File: config.mk
export PLATFORM = sky130hd
export DESIGN_NAME = mcg_top
export DESIGN_NICKNAME = d
export VERILOG_FILES = /design/src/logic/mcg_pkg.sv /design/src/logic/mcg_top.sv
export SDC_FILE = /design/constraint.sdc
export NUM_CORES = 1
export LEC_CHECK = 0
export BUFFER_PORTS_ARGS = -buffer_cell sky130_fd_sc_hd__buf_4
export CORE_UTILIZATION = 23
export DETAILED_ROUTE_END_ITERATION = 6
export PLACE_DENSITY_LB_ADDON = 0.08
export SYNTH_ARGS = -nofsm -noshare
export SYNTH_HDL_FRONTEND = slang
export SYNTH_SLANG_ARGS = --single-unit
File: constraint.sdc
create_clock -name aclk -period 4.91 [get_ports aclk]
set_input_delay 0.491 -clock aclk [delete_from_list [all_inputs] [get_ports aclk]]
set_output_delay 0.491 -clock aclk [all_outputs]
set_load 0.005 [all_outputs]
File: src/logic/mcg_pkg.sv
// Purpose: Shared constants and types for the master clock generator.
// Assumes: Register bus is AXI4-Lite with 32-bit data.
// Notes: Rates are scaled to one-cycle enables on aclk.
package mcg_pkg;
  localparam int MCG_AW = 4;
  localparam logic [3:0] MCG_OFS_CGC = 4'h0;
  localparam logic [3:0] MCG_OFS_SYS = 4'h4;
  localparam logic [3:0] MCG_OFS_MBC = 4'h8;
  localparam logic [3:0] MCG_OFS_STAT = 4'hc;
  localparam logic [1:0] MCG_RESP_OK = 2'h0;
  localparam logic [1:0] MCG_RESP_SLVERR = 2'h2;
  localparam logic [1:0] MCG_SRC_PLL = 2'h3;
  localparam logic [3:0] MCG_ODIV_MAX = 4'he;
  localparam logic [15:0] MCG_CGC_RST = 16'h0000;
  localparam logic MCG_HALVE_RST = 1'b0;
  localparam logic [1:0] MCG_WS_RST = 2'h1;
  localparam logic [15:0] MCG_NCO_STEP = 16'h0010;
  localparam logic [15:0] MCG_BAND0_LO = 16'h0800;
  localparam logic [15:0] MCG_BAND1_LO = 16'h1000;
  localparam logic [15:0] MCG_BAND2_LO = 16'h1800;
  localparam logic [15:0] MCG_BAND2_HI = 16'h2000;

  // Field order low to high: src, input div, output div, mult, band
  typedef struct packed {
    logic [1:0] vco_band_select;
    logic [5:0] feedback_multiplier;
    logic [3:0] output_divider;
    logic [1:0] input_divider;
    logic [1:0] clock_source_select;
  } mcg_cgc_t;

  typedef enum logic [2:0] {
    MCG_FL_IDLE = 3'b001,
    MCG_FL_WAIT = 3'b010,
    MCG_FL_DONE = 3'b100
  } mcg_fl_state_t;

  // Reserved band code behaves as the lowest band
  function automatic logic [15:0] mcg_band_lo(input logic [1:0] band);
    case (band)
      2'h1: mcg_band_lo = MCG_BAND1_LO;
      2'h2: mcg_band_lo = MCG_BAND2_LO;
      default: mcg_band_lo = MCG_BAND0_LO;
    endcase
  endfunction

  function automatic logic [15:0] mcg_band_hi(input logic [1:0] band);
    case (band)
      2'h1: mcg_band_hi = MCG_BAND2_LO;
      2'h2: mcg_band_hi = MCG_BAND2_HI;
      default: mcg_band_hi = MCG_BAND1_LO;
    endcase
  endfunction
endpackage

File: src/logic/mcg_top.sv
// Purpose: Master, CPU and system clock enables plus flash wait states.
// Assumes: Oscillator pin is slower than half of aclk.
// Notes: Loop is an NCO steered once per divided reference edge.
//
// The implementer's own choices: the placing of the registers and the AXI4-Lite interface to the registers.
`timescale 1ns/1ps
module mcg_top
  import mcg_pkg::*;
(
  input wire logic aclk,
  input wire logic aresetn,
  input wire logic [MCG_AW-1:0] s_axi_awaddr,
  input wire logic s_axi_awvalid,
  output logic s_axi_awready,
  input wire logic [31:0] s_axi_wdata,
  input wire logic [3:0] s_axi_wstrb,
  input wire logic s_axi_wvalid,
  output logic s_axi_wready,
  output logic [1:0] s_axi_bresp,
  output logic s_axi_bvalid,
  input wire logic s_axi_bready,
  input wire logic [MCG_AW-1:0] s_axi_araddr,
  input wire logic s_axi_arvalid,
  output logic s_axi_arready,
  output logic [31:0] s_axi_rdata,
  output logic [1:0] s_axi_rresp,
  output logic s_axi_rvalid,
  input wire logic s_axi_rready,
  input wire logic oscillator_input,
  output logic mc_clk_en,
  output logic mc_clk_level,
  output logic cpu_clk_en,
  output logic ebc_clk_en,
  output logic sys_clk_en,
  output logic pll_locked,
  input wire logic flash_req,
  input wire logic flash_seq,
  output logic flash_ready,
  output logic flash_ack
);

  // Register index: 0..3 mapped, 4 for unmapped
  function automatic logic [2:0] reg_sel(input logic [MCG_AW-1:0] a);
    case (a)
      MCG_OFS_CGC: reg_sel = 3'h0;
      MCG_OFS_SYS: reg_sel = 3'h1;
      MCG_OFS_MBC: reg_sel = 3'h2;
      MCG_OFS_STAT: reg_sel = 3'h3;
      default: reg_sel = 3'h4;
    endcase
  endfunction

  function automatic logic [31:0] merge(input logic [31:0] old,
                                        input logic [31:0] nw,
                                        input logic [3:0] strb);
    for (int i = 0; i < 4; i++)
      merge[i*8 +: 8] = strb[i] ? nw[i*8 +: 8] : old[i*8 +: 8];
  endfunction

  mcg_cgc_t cgc_reg;
  logic halve_reg;
  logic [1:0] ws_reg;
  logic bvalid_reg;
  logic [1:0] bresp_reg;
  logic rvalid_reg;
  logic [1:0] rresp_reg;
  logic [31:0] rdata_reg;
  logic wr_go;
  logic rd_go;
  logic [2:0] wsel;
  logic [31:0] cgc_merged;
  mcg_cgc_t cgc_next;
  logic [31:0] stat_word;

  logic osc_s1_reg;
  logic osc_s2_reg;
  logic osc_s3_reg;
  logic osc_rise;
  logic pll_act_reg;
  logic halve_act_reg;
  logic cpu_ph_reg;
  logic [5:0] byp_cnt_reg;
  logic [5:0] byp_lim;
  logic byp_tick;
  logic [15:0] acc_reg;
  logic [16:0] acc_sum;
  logic vco_tick;
  logic [15:0] inc_reg;
  logic [15:0] inc_up;
  logic [15:0] inc_dn;
  logic [3:0] k_cnt_reg;
  logic pll_tick;
  logic [1:0] ref_cnt_reg;
  logic ref_tick;
  logic [7:0] vco_cnt_reg;
  logic [7:0] vco_target;
  logic mc_raw;
  logic cpu_raw;
  logic mc_en_reg;
  logic mc_lvl_reg;
  logic cpu_en_reg;
  logic locked_reg;
  logic pass_thru;

  mcg_fl_state_t fl_state_reg;
  logic [2:0] fl_cnt_reg;
  logic [2:0] fl_need_reg;
  logic fl_ack_reg;

  // Register bus: address and data are taken together, one at a time
  assign wr_go = s_axi_awvalid && s_axi_wvalid && !bvalid_reg;
  assign rd_go = s_axi_arvalid && !rvalid_reg;
  assign s_axi_awready = wr_go;
  assign s_axi_wready = wr_go;
  assign s_axi_arready = rd_go;
  assign s_axi_bvalid = bvalid_reg;
  assign s_axi_bresp = bresp_reg;
  assign s_axi_rvalid = rvalid_reg;
  assign s_axi_rresp = rresp_reg;
  assign s_axi_rdata = rdata_reg;
  assign wsel = reg_sel(s_axi_awaddr);
  assign cgc_merged = merge({16'h0000, cgc_reg}, s_axi_wdata, s_axi_wstrb);

  always_comb
  begin
    cgc_next = mcg_cgc_t'(cgc_merged[15:0]);
    if (cgc_next.output_divider > MCG_ODIV_MAX)
      cgc_next.output_divider = MCG_ODIV_MAX;
  end

  always_ff @(posedge aclk)
  begin
    if (!aresetn)
    begin
      cgc_reg <= mcg_cgc_t'(MCG_CGC_RST);
      halve_reg <= MCG_HALVE_RST;
      ws_reg <= MCG_WS_RST;
    end
    else if (wr_go)
    begin
      case (wsel)
        3'h0: cgc_reg <= cgc_next;
        3'h1: if (s_axi_wstrb[0]) halve_reg <= s_axi_wdata[0];
        3'h2: if (s_axi_wstrb[0]) ws_reg <= s_axi_wdata[1:0];
        default: ;
      endcase
    end
  end

  always_ff @(posedge aclk)
  begin
    if (!aresetn)
    begin
      bvalid_reg <= 1'b0;
      bresp_reg <= MCG_RESP_OK;
    end
    else if (wr_go)
    begin
      bvalid_reg <= 1'b1;
      bresp_reg <= (wsel < 3'h3) ? MCG_RESP_OK : MCG_RESP_SLVERR;
    end
    else if (s_axi_bready)
      bvalid_reg <= 1'b0;
  end

  assign stat_word = {inc_reg, 12'h000, fl_state_reg != MCG_FL_IDLE,
                      halve_act_reg, pll_act_reg, locked_reg};

  always_ff @(posedge aclk)
  begin
    if (!aresetn)
    begin
      rvalid_reg <= 1'b0;
      rresp_reg <= MCG_RESP_OK;
      rdata_reg <= 32'h0000_0000;
    end
    else if (rd_go)
    begin
      rvalid_reg <= 1'b1;
      rresp_reg <= MCG_RESP_OK;
      case (reg_sel(s_axi_araddr))
        3'h0: rdata_reg <= {16'h0000, cgc_reg};
        3'h1: rdata_reg <= {31'h0, halve_reg};
        3'h2: rdata_reg <= {30'h0, ws_reg};
        3'h3: rdata_reg <= stat_word;
        default:
        begin
          rdata_reg <= 32'h0000_0000;
          rresp_reg <= MCG_RESP_SLVERR;
        end
      endcase
    end
    else if (s_axi_rready)
      rvalid_reg <= 1'b0;
  end

  // Oscillator pin crossing; the second stage feeds logic, the third only the rising-edge detect
  always_ff @(posedge aclk)
  begin
    if (!aresetn)
    begin
      osc_s1_reg <= 1'b0;
      osc_s2_reg <= 1'b0;
      osc_s3_reg <= 1'b0;
    end
    else
    begin
      osc_s1_reg <= oscillator_input;
      osc_s2_reg <= osc_s1_reg;
      osc_s3_reg <= osc_s2_reg;
    end
  end
  assign osc_rise = osc_s2_reg && !osc_s3_reg;

  // Bypass prescalers
  assign byp_lim = 6'((7'(cgc_reg.input_divider) + 7'h01) *
                      (7'(cgc_reg.output_divider) + 7'h01) - 7'h01);
  assign byp_tick = osc_rise && (byp_cnt_reg >= byp_lim);
  assign pass_thru = !pll_act_reg && (byp_lim == 6'h00);

  always_ff @(posedge aclk)
  begin
    if (!aresetn)
      byp_cnt_reg <= 6'h00;
    else if (byp_tick)
      byp_cnt_reg <= 6'h00;
    else if (osc_rise)
      byp_cnt_reg <= byp_cnt_reg + 6'h01;
  end

  // Loop: NCO is the VCO, its carry is one VCO cycle
  assign acc_sum = {1'b0, acc_reg} + {1'b0, inc_reg};
  assign vco_tick = acc_sum[16];
  assign pll_tick = vco_tick && (k_cnt_reg == cgc_reg.output_divider);
  assign ref_tick = osc_rise && (ref_cnt_reg >= cgc_reg.input_divider);
  assign vco_target = {1'b0, cgc_reg.feedback_multiplier} + 8'h01;
  assign inc_up = inc_reg + MCG_NCO_STEP;
  assign inc_dn = inc_reg - MCG_NCO_STEP;

  always_ff @(posedge aclk)
  begin
    if (!aresetn)
    begin
      acc_reg <= 16'h0000;
      k_cnt_reg <= 4'h0;
      ref_cnt_reg <= 2'h0;
    end
    else
    begin
      acc_reg <= acc_sum[15:0];
      // A count left above a lowered divider restarts instead of ticking off-count
      if (pll_tick || k_cnt_reg > cgc_reg.output_divider)
        k_cnt_reg <= 4'h0;
      else if (vco_tick)
        k_cnt_reg <= k_cnt_reg + 4'h1;
      if (ref_tick)
        ref_cnt_reg <= 2'h0;
      else if (osc_rise)
        ref_cnt_reg <= ref_cnt_reg + 2'h1;
    end
  end

  // Frequency is nudged one step per reference edge in loop mode; outside loop mode it is loaded with the band low end
  always_ff @(posedge aclk)
  begin
    if (!aresetn)
    begin
      inc_reg <= MCG_BAND0_LO;
      vco_cnt_reg <= 8'h00;
      locked_reg <= 1'b0;
    end
    else if (cgc_reg.clock_source_select != MCG_SRC_PLL)
    begin
      inc_reg <= mcg_band_lo(cgc_reg.vco_band_select);
      vco_cnt_reg <= 8'h00;
      locked_reg <= 1'b0;
    end
    else if (ref_tick)
    begin
      vco_cnt_reg <= {7'h00, vco_tick};
      locked_reg <= (vco_cnt_reg == vco_target);
      if (inc_reg < mcg_band_lo(cgc_reg.vco_band_select))
        inc_reg <= inc_up;
      else if (inc_reg > mcg_band_hi(cgc_reg.vco_band_select))
        inc_reg <= inc_dn;
      else if (vco_cnt_reg < vco_target && inc_up <= mcg_band_hi(cgc_reg.vco_band_select))
        inc_reg <= inc_up;
      else if (vco_cnt_reg > vco_target && inc_dn >= mcg_band_lo(cgc_reg.vco_band_select))
        inc_reg <= inc_dn;
    end
    else if (vco_tick && vco_cnt_reg != 8'hff)
      vco_cnt_reg <= vco_cnt_reg + 8'h01;
  end

  // Switches land on a tick of the running source, so no runt appears
  assign mc_raw = pll_act_reg ? pll_tick : byp_tick;
  assign cpu_raw = mc_raw && (!halve_act_reg || cpu_ph_reg);

  always_ff @(posedge aclk)
  begin
    if (!aresetn)
    begin
      pll_act_reg <= 1'b0;
      halve_act_reg <= MCG_HALVE_RST;
      cpu_ph_reg <= 1'b0;
    end
    else
    begin
      if (mc_raw)
        pll_act_reg <= (cgc_reg.clock_source_select == MCG_SRC_PLL);
      if (cpu_raw)
      begin
        halve_act_reg <= halve_reg;
        cpu_ph_reg <= 1'b0;
      end
      else if (mc_raw)
        cpu_ph_reg <= !cpu_ph_reg;
    end
  end

  always_ff @(posedge aclk)
  begin
    if (!aresetn)
    begin
      mc_en_reg <= 1'b0;
      mc_lvl_reg <= 1'b0;
      cpu_en_reg <= 1'b0;
    end
    else
    begin
      mc_en_reg <= mc_raw;
      mc_lvl_reg <= pass_thru ? osc_s2_reg : mc_raw;
      cpu_en_reg <= cpu_raw;
    end
  end

  assign mc_clk_en = mc_en_reg;
  assign mc_clk_level = mc_lvl_reg;
  assign cpu_clk_en = cpu_en_reg;
  assign ebc_clk_en = cpu_en_reg;
  assign sys_clk_en = cpu_en_reg;
  assign pll_locked = locked_reg;

  // Flash access counted in CPU clocks
  assign flash_ready = (fl_state_reg == MCG_FL_IDLE);
  assign flash_ack = fl_ack_reg;

  always_ff @(posedge aclk)
  begin
    if (!aresetn)
    begin
      fl_state_reg <= MCG_FL_IDLE;
      fl_cnt_reg <= 3'h0;
      fl_need_reg <= 3'h0;
      fl_ack_reg <= 1'b0;
    end
    else
    begin
      fl_ack_reg <= 1'b0;
      case (fl_state_reg)
        MCG_FL_IDLE:
          if (flash_req)
          begin
            fl_need_reg <= flash_seq ? 3'h0 : {1'b0, ws_reg};
            fl_cnt_reg <= 3'h0;
            fl_state_reg <= MCG_FL_WAIT;
          end
        MCG_FL_WAIT:
          if (cpu_raw)
          begin
            if (fl_cnt_reg == fl_need_reg)
            begin
              fl_ack_reg <= 1'b1;
              fl_state_reg <= MCG_FL_DONE;
            end
            else
              fl_cnt_reg <= fl_cnt_reg + 3'h1;
          end
        MCG_FL_DONE:
          fl_state_reg <= MCG_FL_IDLE;
        default:
          fl_state_reg <= MCG_FL_IDLE;
      endcase
    end
  end

  // Checking helpers
  logic [3:0] hc_reg;
  logic [2:0] hn_reg;
  always_ff @(posedge aclk)
  begin
    if (!aresetn)
    begin
      hc_reg <= 4'h0;
      hn_reg <= 3'h0;
    end
    else if (flash_ready && flash_req)
    begin
      hc_reg <= 4'h0;
      hn_reg <= flash_seq ? 3'h0 : {1'b0, ws_reg};
    end
    else if (cpu_raw && hc_reg != 4'hf)
      hc_reg <= hc_reg + 4'h1;
  end

  // Set by a master tick that brought no CPU tick since the last CPU tick
  logic mt_reg;
  always_ff @(posedge aclk)
  begin
    if (!aresetn)
      mt_reg <= 1'b0;
    else if (cpu_raw)
      mt_reg <= 1'b0;
    else if (mc_raw)
      mt_reg <= 1'b1;
  end
endmodule

==> results of run 1 <==
==> cells by family (layout without fill, tap and decap cells) <==
group / after synthesis / in the layout
simple gates: 282 / 282
compound gates: 148 / 148
flops: 117 / 117
buf+inv: 76 / 167
fa+ha+maj: 68 / 68
xor+xnor: 51 / 51
mux: 29 / 29
other cells: 1 / 4
==> cell usage after synthesis (6+ instances only) <==
| master | instances |
|---|---|
| buf_4 | 10 |
| a21o_1 | 7 |
| nor2_1 | 45 |
| xor2_1 | 25 |
| a31oi_1 | 6 |
| nand2_1 | 49 |
| nor4_1 | 6 |
| o21ai_0 | 22 |
| and2_1 | 21 |
| and3_1 | 16 |
| ha_1 | 64 |
| nand3_1 | 18 |
| or3_1 | 12 |
| nand4_1 | 7 |
| a22oi_1 | 28 |
| dfxtp_1 | 117 |
| nand2b_1 | 8 |
| mux2i_1 | 27 |
| nor2b_1 | 59 |
| clkbuf_1 | 22 |
| xnor2_1 | 26 |
| inv_1 | 36 |
| a21oi_1 | 38 |
| nor3_1 | 12 |
==> final timing paths <==
path / end / slack, ns / cells past startpoint
worst max register to register: fl_cnt_reg[1] / 0.47 / 17
worst min register to register: osc_s2_reg / 0.44 / 1
worst max-delay path: fl_cnt_reg[1] / 0.47 / 17
worst min-delay path: osc_s1_reg / 0.29 / 2
==> cell type report <==
cell class | instances | share of cell area
Clock inverter | 15 | 0.02537
Multi-Input combinational cell | 582 | 0.4929
Inverter | 36 | 0.01575
Sequential cell | 117 | 0.2729
Timing Repair Buffer | 99 | 0.08660
Tap cell | 390 | 0.05686
Clock buffer | 17 | 0.04957
==> routing by layer <==
metal	wire length (µm)	GRT usage	vias to the layer above
li1	-	-	2893
met1	9165	0.1644	2562
met2	9198	0.2224	68
met3	518	0.02241	15
met4	202	0.03804	0
met5	0	0	-
==> stage by stage <==
| step | std cells | power, mW | hold WS, ns |
|---|---|---|---|
| 2_1_floorplan | 775 | 1.068 | 0.4119 |
| 3_3_place_gp | 1224 | 1.133 | 0.4176 |
| 3_5_place_dp | 1224 | 1.132 | 0.4276 |
| 4_1_cts | 1256 | 2.535 | 0.2704 |
| 5_1_grt | 1256 | 2.590 | 0.2756 |
| 6_report | 1256 | 2.483 | 0.2862 |
==> critical path, delay by kind of cell (launching register included) <==
family / cells / cell delay (ns)
AOI/OAI and AO/OA: 5 / 1.32
and+or+nand+nor: 3 / 0.20
DFF: 1 / 0.34
xor gates and xnor gates: 2 / 0.29
muxes: 1 / 0.18
buffers and inverters: 1 / 0.05
adders and majority gates: 5 / 1.93
==> power groups by stage <==
| stage | Sequential [mW] | Clock [mW] | Combinational, mW |
|---|---|---|---|
| global placement | 0.991 | 0 | 0.142 |
| global route | 0.971 | 1.46 | 0.156 |
| finish | 0.970 | 1.37 | 0.139 |
| detailed placement | 0.991 | 0 | 0.141 |
| CTS | 0.970 | 1.42 | 0.142 |
| floorplan | 0.989 | 0 | 0.0785 |
==> timing repair <==
action | in CTS | in global routing
resized for setup | 0 | 2
endpoints found under the setup margin | 0 | 1
hold buffers | 0 | 0
==> results.md, run 1 <==
* Setup slack after layout at 0.4694 ns
* Mux contribution to synthesized area at 0.04412
* Synth warnings at 0
* Post-Syn Instances at 772
* Clk network pwr share at 0.553
* # IOs at 103
* Setup_tns at 0 ns
* TritonCTS buffer count at 17
* Final Hold Viols at 0
* Setup Slack @ Placement at 0.2925 ns
* Gp weighted congestion at 0.7188
* Final Cycle Share at 0.9044
* DRT iter0 DRCs at 229
* GRT overflow at 0
* Final core occ at 0.2903
* Primary FF master, synth: dfxtp_1
* DRC viols at 0
* Syn_area_per_cell at 8.927 µm²
* Critical path, cell by cell: ha_1 -> nand2_1 -> ha_1 -> inv_1 -> fa_1 -> fa_1 -> a21o_1 -> a21oi_1 -> xnor2_1 -> xnor2_2 -> ha_1 -> nand3_1 -> o21ai_0 -> a21oi_2 -> o41a_1 -> mux2i_1 -> nor2b_1
* Synth Area in XOR/XNOR at 0.06481
* Critical path startpoint: cgc_reg[3]
* Largest stage delay, worst path at 0.53 ns
* Antenna violations before repair at 0
* Final Setup Violations at 0
* Yosys reg bits at 117
* Post-CTS setup buffer count at 0
* Vias in the first global route at 5571
* Commonest non-fill, non-tap cell in the layout: dfxtp_1
* Root Buffer: clkbuf_16
* Num rows at 63
* CP arrival at 4.75 ns
* Post-route ant nets at 0
* Hold Crit Class: primary input to flop
* Most frequent cells in the layout: dfxtp_1 (117), buf_4 (99), ha_1 (64)
* Total Routing Usage GR at 0.1294
* CTS tree: yes
* Largest cells by area after synthesis: dfxtp_1 (34%), ha_1 (12%), nor2b_1 (5.4%)
* Vias at 5538
* Layout cells sized above 1 at 0.1721
* CP Capture Type: flop
* Internal at 1.891 mW
* Largest family of logic cells by synthesized area: simple AND/OR/NAND/NOR gates
* Number of diodes at 0
* Number of synthesized flops with an enable pin at 0
* Slew @ Worst Pin at 0.7393 ns
* Synth cell types at 64
* First-pass iteration count of the detailed router at 4
* Slowest CP cell: fa_1
* Most used cell, CP: ha_1
* Adder-cell share of the synthesized area at 0.1278
* Max reg flops at 29
* Final clock skew at 0.01154 ns
* Via/cell ratio at 4.409
* Peak VDD IR at 0.1522 mV
* Max-Slew Margin vs Limit at 0.5057
* Final nets at 975
* Largest net degree at the start of global routing at 51
* P per Cell Area at 289.3 nW/µm²
* Sw frac at 0.2381
* Routed WL per cell at 15.20 µm
* Final Max Slew Viols at 0
* Clock Sinks at 117
* Chip height at 175.1 µm
* CTS H-tree lvls at 4
* CP startpoint kind: flop
* Worst R2R Start: cgc_reg[3]
* Register Area at 2342 µm²
* Clock Path Buffers at 2
* Unrepaired setup endpoints after global routing: false
* CP Class: flop to flop
* Sw Pwr at 0.5910 mW
* CP required at 5.22 ns
* Yosys top cell area share at 0.3399
* WL final at 19090 µm
* Leak at 3.646 nW
* Synth Area in Compound Gates at 0.1449
* Mapped cell area at 6892 µm²
* Clock Latency Late Sink at 0.42 ns
* Logic pwr share at 0.056
* Area occupied by multi-input gates at 4230 µm²
* Tmin final at 4.441 ns
* Yosys top cell by area: dfxtp_1
* First-pass GRT wire length at 30880 µm
* Initial Utilization at 0.2331
* Reg clk slew, reported paths at 0.06 ns
* Layout area overhead at 24.53%
* Simple-gate share of the synthesized area at 0.2273
* Crit Path Max Fanout at 5
* Status: completed
* Hold wc startpoint: oscillator_input
* Core ar. at 29560 µm²
* Fillers at 3191
* Final Cell Area at 8582 µm²
* Post-DP HPWL at 13860 µm
* Async set-reset flop share out of synthesis at 0
* Die area at 30660 µm²
* Post-synthesis sequential area ratio at 0.3399
* F_max at 0.2252 GHz
* Sequential power share at 0.391
* Die W at 175.1 µm
* I/O Buffers at 82
* Max-cap violation count at 0
* Placed instance area at 7928 µm²
No activity file was read; power rests on OpenSTA's default activity.
==> run 2: changes to the inputs <==
Settings changed: GPL_TIMING_DRIVEN set to 0.
==> results.md, run 2 (synthesized netlist as in run 1, its figures left out) <==
* Status: completed
* Antenna violations before repair at 0 (unchanged)
* Via/cell ratio at 4.455 (+1.0%)
* Fillers at 3166 (-0.78%)
* I/O Buffers at 82 (unchanged)
* Final Cell Area at 8620 µm² (+0.44%)
* Final clock skew at 0.01325 ns (+0.001717 ns)
* # IOs at 103 (unchanged)
* Clock Path Buffers at 2 (unchanged)
* DRC viols at 0 (unchanged)
* GRT overflow at 0 (unchanged)
* Worst reg-to-reg path cell count at 19 (+2)
* WL final at 20730 µm (+8.6%)
* RR Endpoint: fl_cnt_reg[1]
* Largest stage delay, worst path at 0.54 ns (about the same)
* Slew @ Worst Pin at 0.9400 ns (+0.2007 ns)
* Final Max Slew Viols at 0 (unchanged)
* Post-CTS setup buffer count at 0 (unchanged)
* Slowest CP cell: fa_1
* Setup slack after layout at 0.3156 ns (-0.1538 ns)
* TritonCTS buffer count at 17 (unchanged)
* P per Cell Area at 275.7 nW/µm² (-4.7%)
* Final nets at 998 (+2.4%)
* Final Hold Viols at 0 (unchanged)
* Crit Path Max Fanout at 8 (+3)
* DRT iter0 DRCs at 219 (-4.4%)
* Worst R2R Start: cgc_reg[4]
* Layout area overhead at 25.07%
* Initial Utilization at 0.2331 (unchanged)
* Post-route ant nets at 0 (unchanged)
* Chip height at 175.1 µm (unchanged)
* Clock Sinks at 117 (unchanged)
* Reg clk slew, reported paths at 0.06 ns (about the same)
* Post-DP HPWL at 15760 µm (+14%)
* Sw frac at 0.2511 (+0.01301)
* Vias in the first global route at 5653 (+1.5%)
* Largest net degree at the start of global routing at 17 (-67%)
* Placed instance area at 8006 µm² (+0.99%)
* Hold wc startpoint: oscillator_input
* Logic pwr share at 0.063 (+0.007)
* Commonest non-fill, non-tap cell in the layout: dfxtp_1
* Tmin final at 4.594 ns (+0.1538 ns)
* Sw Pwr at 0.5967 mW (+0.97%)
* CP required at 5.22 ns (about the same)
* Unrepaired setup endpoints after global routing: false
* Most frequent cells in the layout: dfxtp_1 (115), buf_4 (92), ha_1 (63)
* Die W at 175.1 µm (unchanged)
* Final Setup Violations at 0 (unchanged)
* First-pass iteration count of the detailed router at 5 (+1)
* Register Area at 2345 µm² (+0.11%)
* Min-Delay Path Depth at 2 (unchanged)
* Final core occ at 0.2916 (+0.001270)
* Hold endpoint: osc_s1_reg
* Max-Slew Margin vs Limit at 0.3733 (-0.1324)
* Number of diodes at 0 (unchanged)
* Gp weighted congestion at 0.7310 (+1.7%)
* Hold Buf Count CTS at 0 (unchanged)
* CTS tree: yes
* Clock Latency Late Sink at 0.42 ns (about the same)
* CTS H-tree lvls at 4 (unchanged)
* Vias at 5698 (+2.9%)
* CP Capture Type: flop
* Max reg flops at 29 (unchanged)
* CP startpoint kind: flop
* Final Cycle Share at 0.9357 (+0.03133)
* Core ar. at 29560 µm² (unchanged)
* Layout cells sized above 1 at 0.1676 (-0.004451)
* CP arrival at 4.91 ns (+0.16 ns)
* Hold Crit Class: primary input to flop
* Total Routing Usage GR at 0.1380 (+0.008573)
* Area occupied by multi-input gates at 4239 µm² (+0.21%)
* Leak at 3.634 nW (-0.32%)
* Clk network pwr share at 0.529 (-0.024)
* Internal at 1.780 mW (-5.9%)
* Num rows at 63 (unchanged)
* Most used cell, CP: ha_1
* Flop-to-flop setup slack at 0.32 ns (-0.15 ns)
* Critical path, cell by cell: ha_1 -> xor2_1 -> nand2_1 -> ha_1 -> fa_1 -> inv_1 -> ha_1 -> a21o_1 -> a21oi_1 -> xnor2_1 -> xnor2_1 -> ha_1 -> and2_1 -> o21ai_0 -> o21ai_2 -> a21oi_4 -> o41a_1 -> mux2i_1 -> nor2b_1
* Die area at 30660 µm² (unchanged)
* F_max at 0.2177 GHz (-3.3%)
* CP Class: flop to flop
* Routed WL per cell at 16.21 µm (+6.7%)
* Max-cap violation count at 0 (unchanged)
* First-pass GRT wire length at 32390 µm (+4.9%)
* Setup Slack @ Placement at -0.2745 ns (-0.5670 ns)
* Sequential power share at 0.408 (+0.017)
* Peak VDD IR at 0.1656 mV (+8.8%)
* Root Buffer: clkbuf_16
run 2: cell types whose count changed in the layout (fill, tap and decap cells not counted), sizes merged:
cell / previous run / this run
clkinvlp: 1 / 4
clkbuf: 17 / 39
clkinv: 4 / 7
bufinv: 4 / 2
inv: 42 / 38
buf: 99 / 100
run 2: worst max-delay path by stage:
stage                    start             to  slack [ns]  depth (start not counted)
floorplan           cgc_reg[4]  fl_cnt_reg[1]        0.54                         19
global placement    cgc_reg[4]  fl_cnt_reg[1]       -0.24                         19
detailed placement  cgc_reg[4]  fl_cnt_reg[1]       -0.27                         19
CTS                 cgc_reg[4]  fl_cnt_reg[1]       0.003                         19
global route        cgc_reg[4]  fl_cnt_reg[1]     0.00008                         19
finish              cgc_reg[4]  fl_cnt_reg[1]        0.32                         19
run 2: critical path, delay by kind of cell, from the launching register on:
kind	cells	cell delay, ns
xor+xnor	3	0.56
fa+ha+maj	5	1.68
buf+inv	1	0.04
simple gates	3	0.29
flops	1	0.43
mux	1	0.20
compound gates	6	1.29
run 2: final cells by class:
type,count,share of cell area
buffer,40,0.02482
clock buffer,17,0.04935
clock inverter,15,0.01829
inverter,36,0.01568
multi-input combinational,582,0.4918
sequential,117,0.2720
tap,390,0.05661
timing repair buffer,82,0.07142
run 2: timing repair:
| item | CTS | global route |
|---|---|---|
| endpoints found under the setup margin | 7 | 7 |
| pin swaps | 0 | 2 |
| gates resized for setup | 2 | 5 |
run 2: power groups by stage:
stage,combinational [mW],sequential (mW),clock [mW]
floorplan,0.0785,0.989,0
finish,0.149,0.970,1.26
CTS,0.153,0.970,1.30
global route,0.166,0.971,1.34
detailed placement,0.152,0.991,0
global placement,0.153,0.991,0
run 2: routing by layer:
metal	wire length, µm	track usage	up-vias
met5	0	0	-
met4	246	0.03841	0
met3	510	0.02415	14
met2	9762	0.2335	87
met1	10210	0.1788	2672
li1	-	-	2925
run 2: stage by stage:
step	power, mW	hold slack [ns]	std cells	setup TNS [ns]
floorplan	1.068	0.4119	775	0
global placement	1.144	0.4296	1247	-0.7710
detailed placement	1.143	0.4228	1247	-1.016
CTS	2.426	0.2834	1279	0
global route	2.478	0.2964	1279	0
finish	2.377	0.2911	1279	0
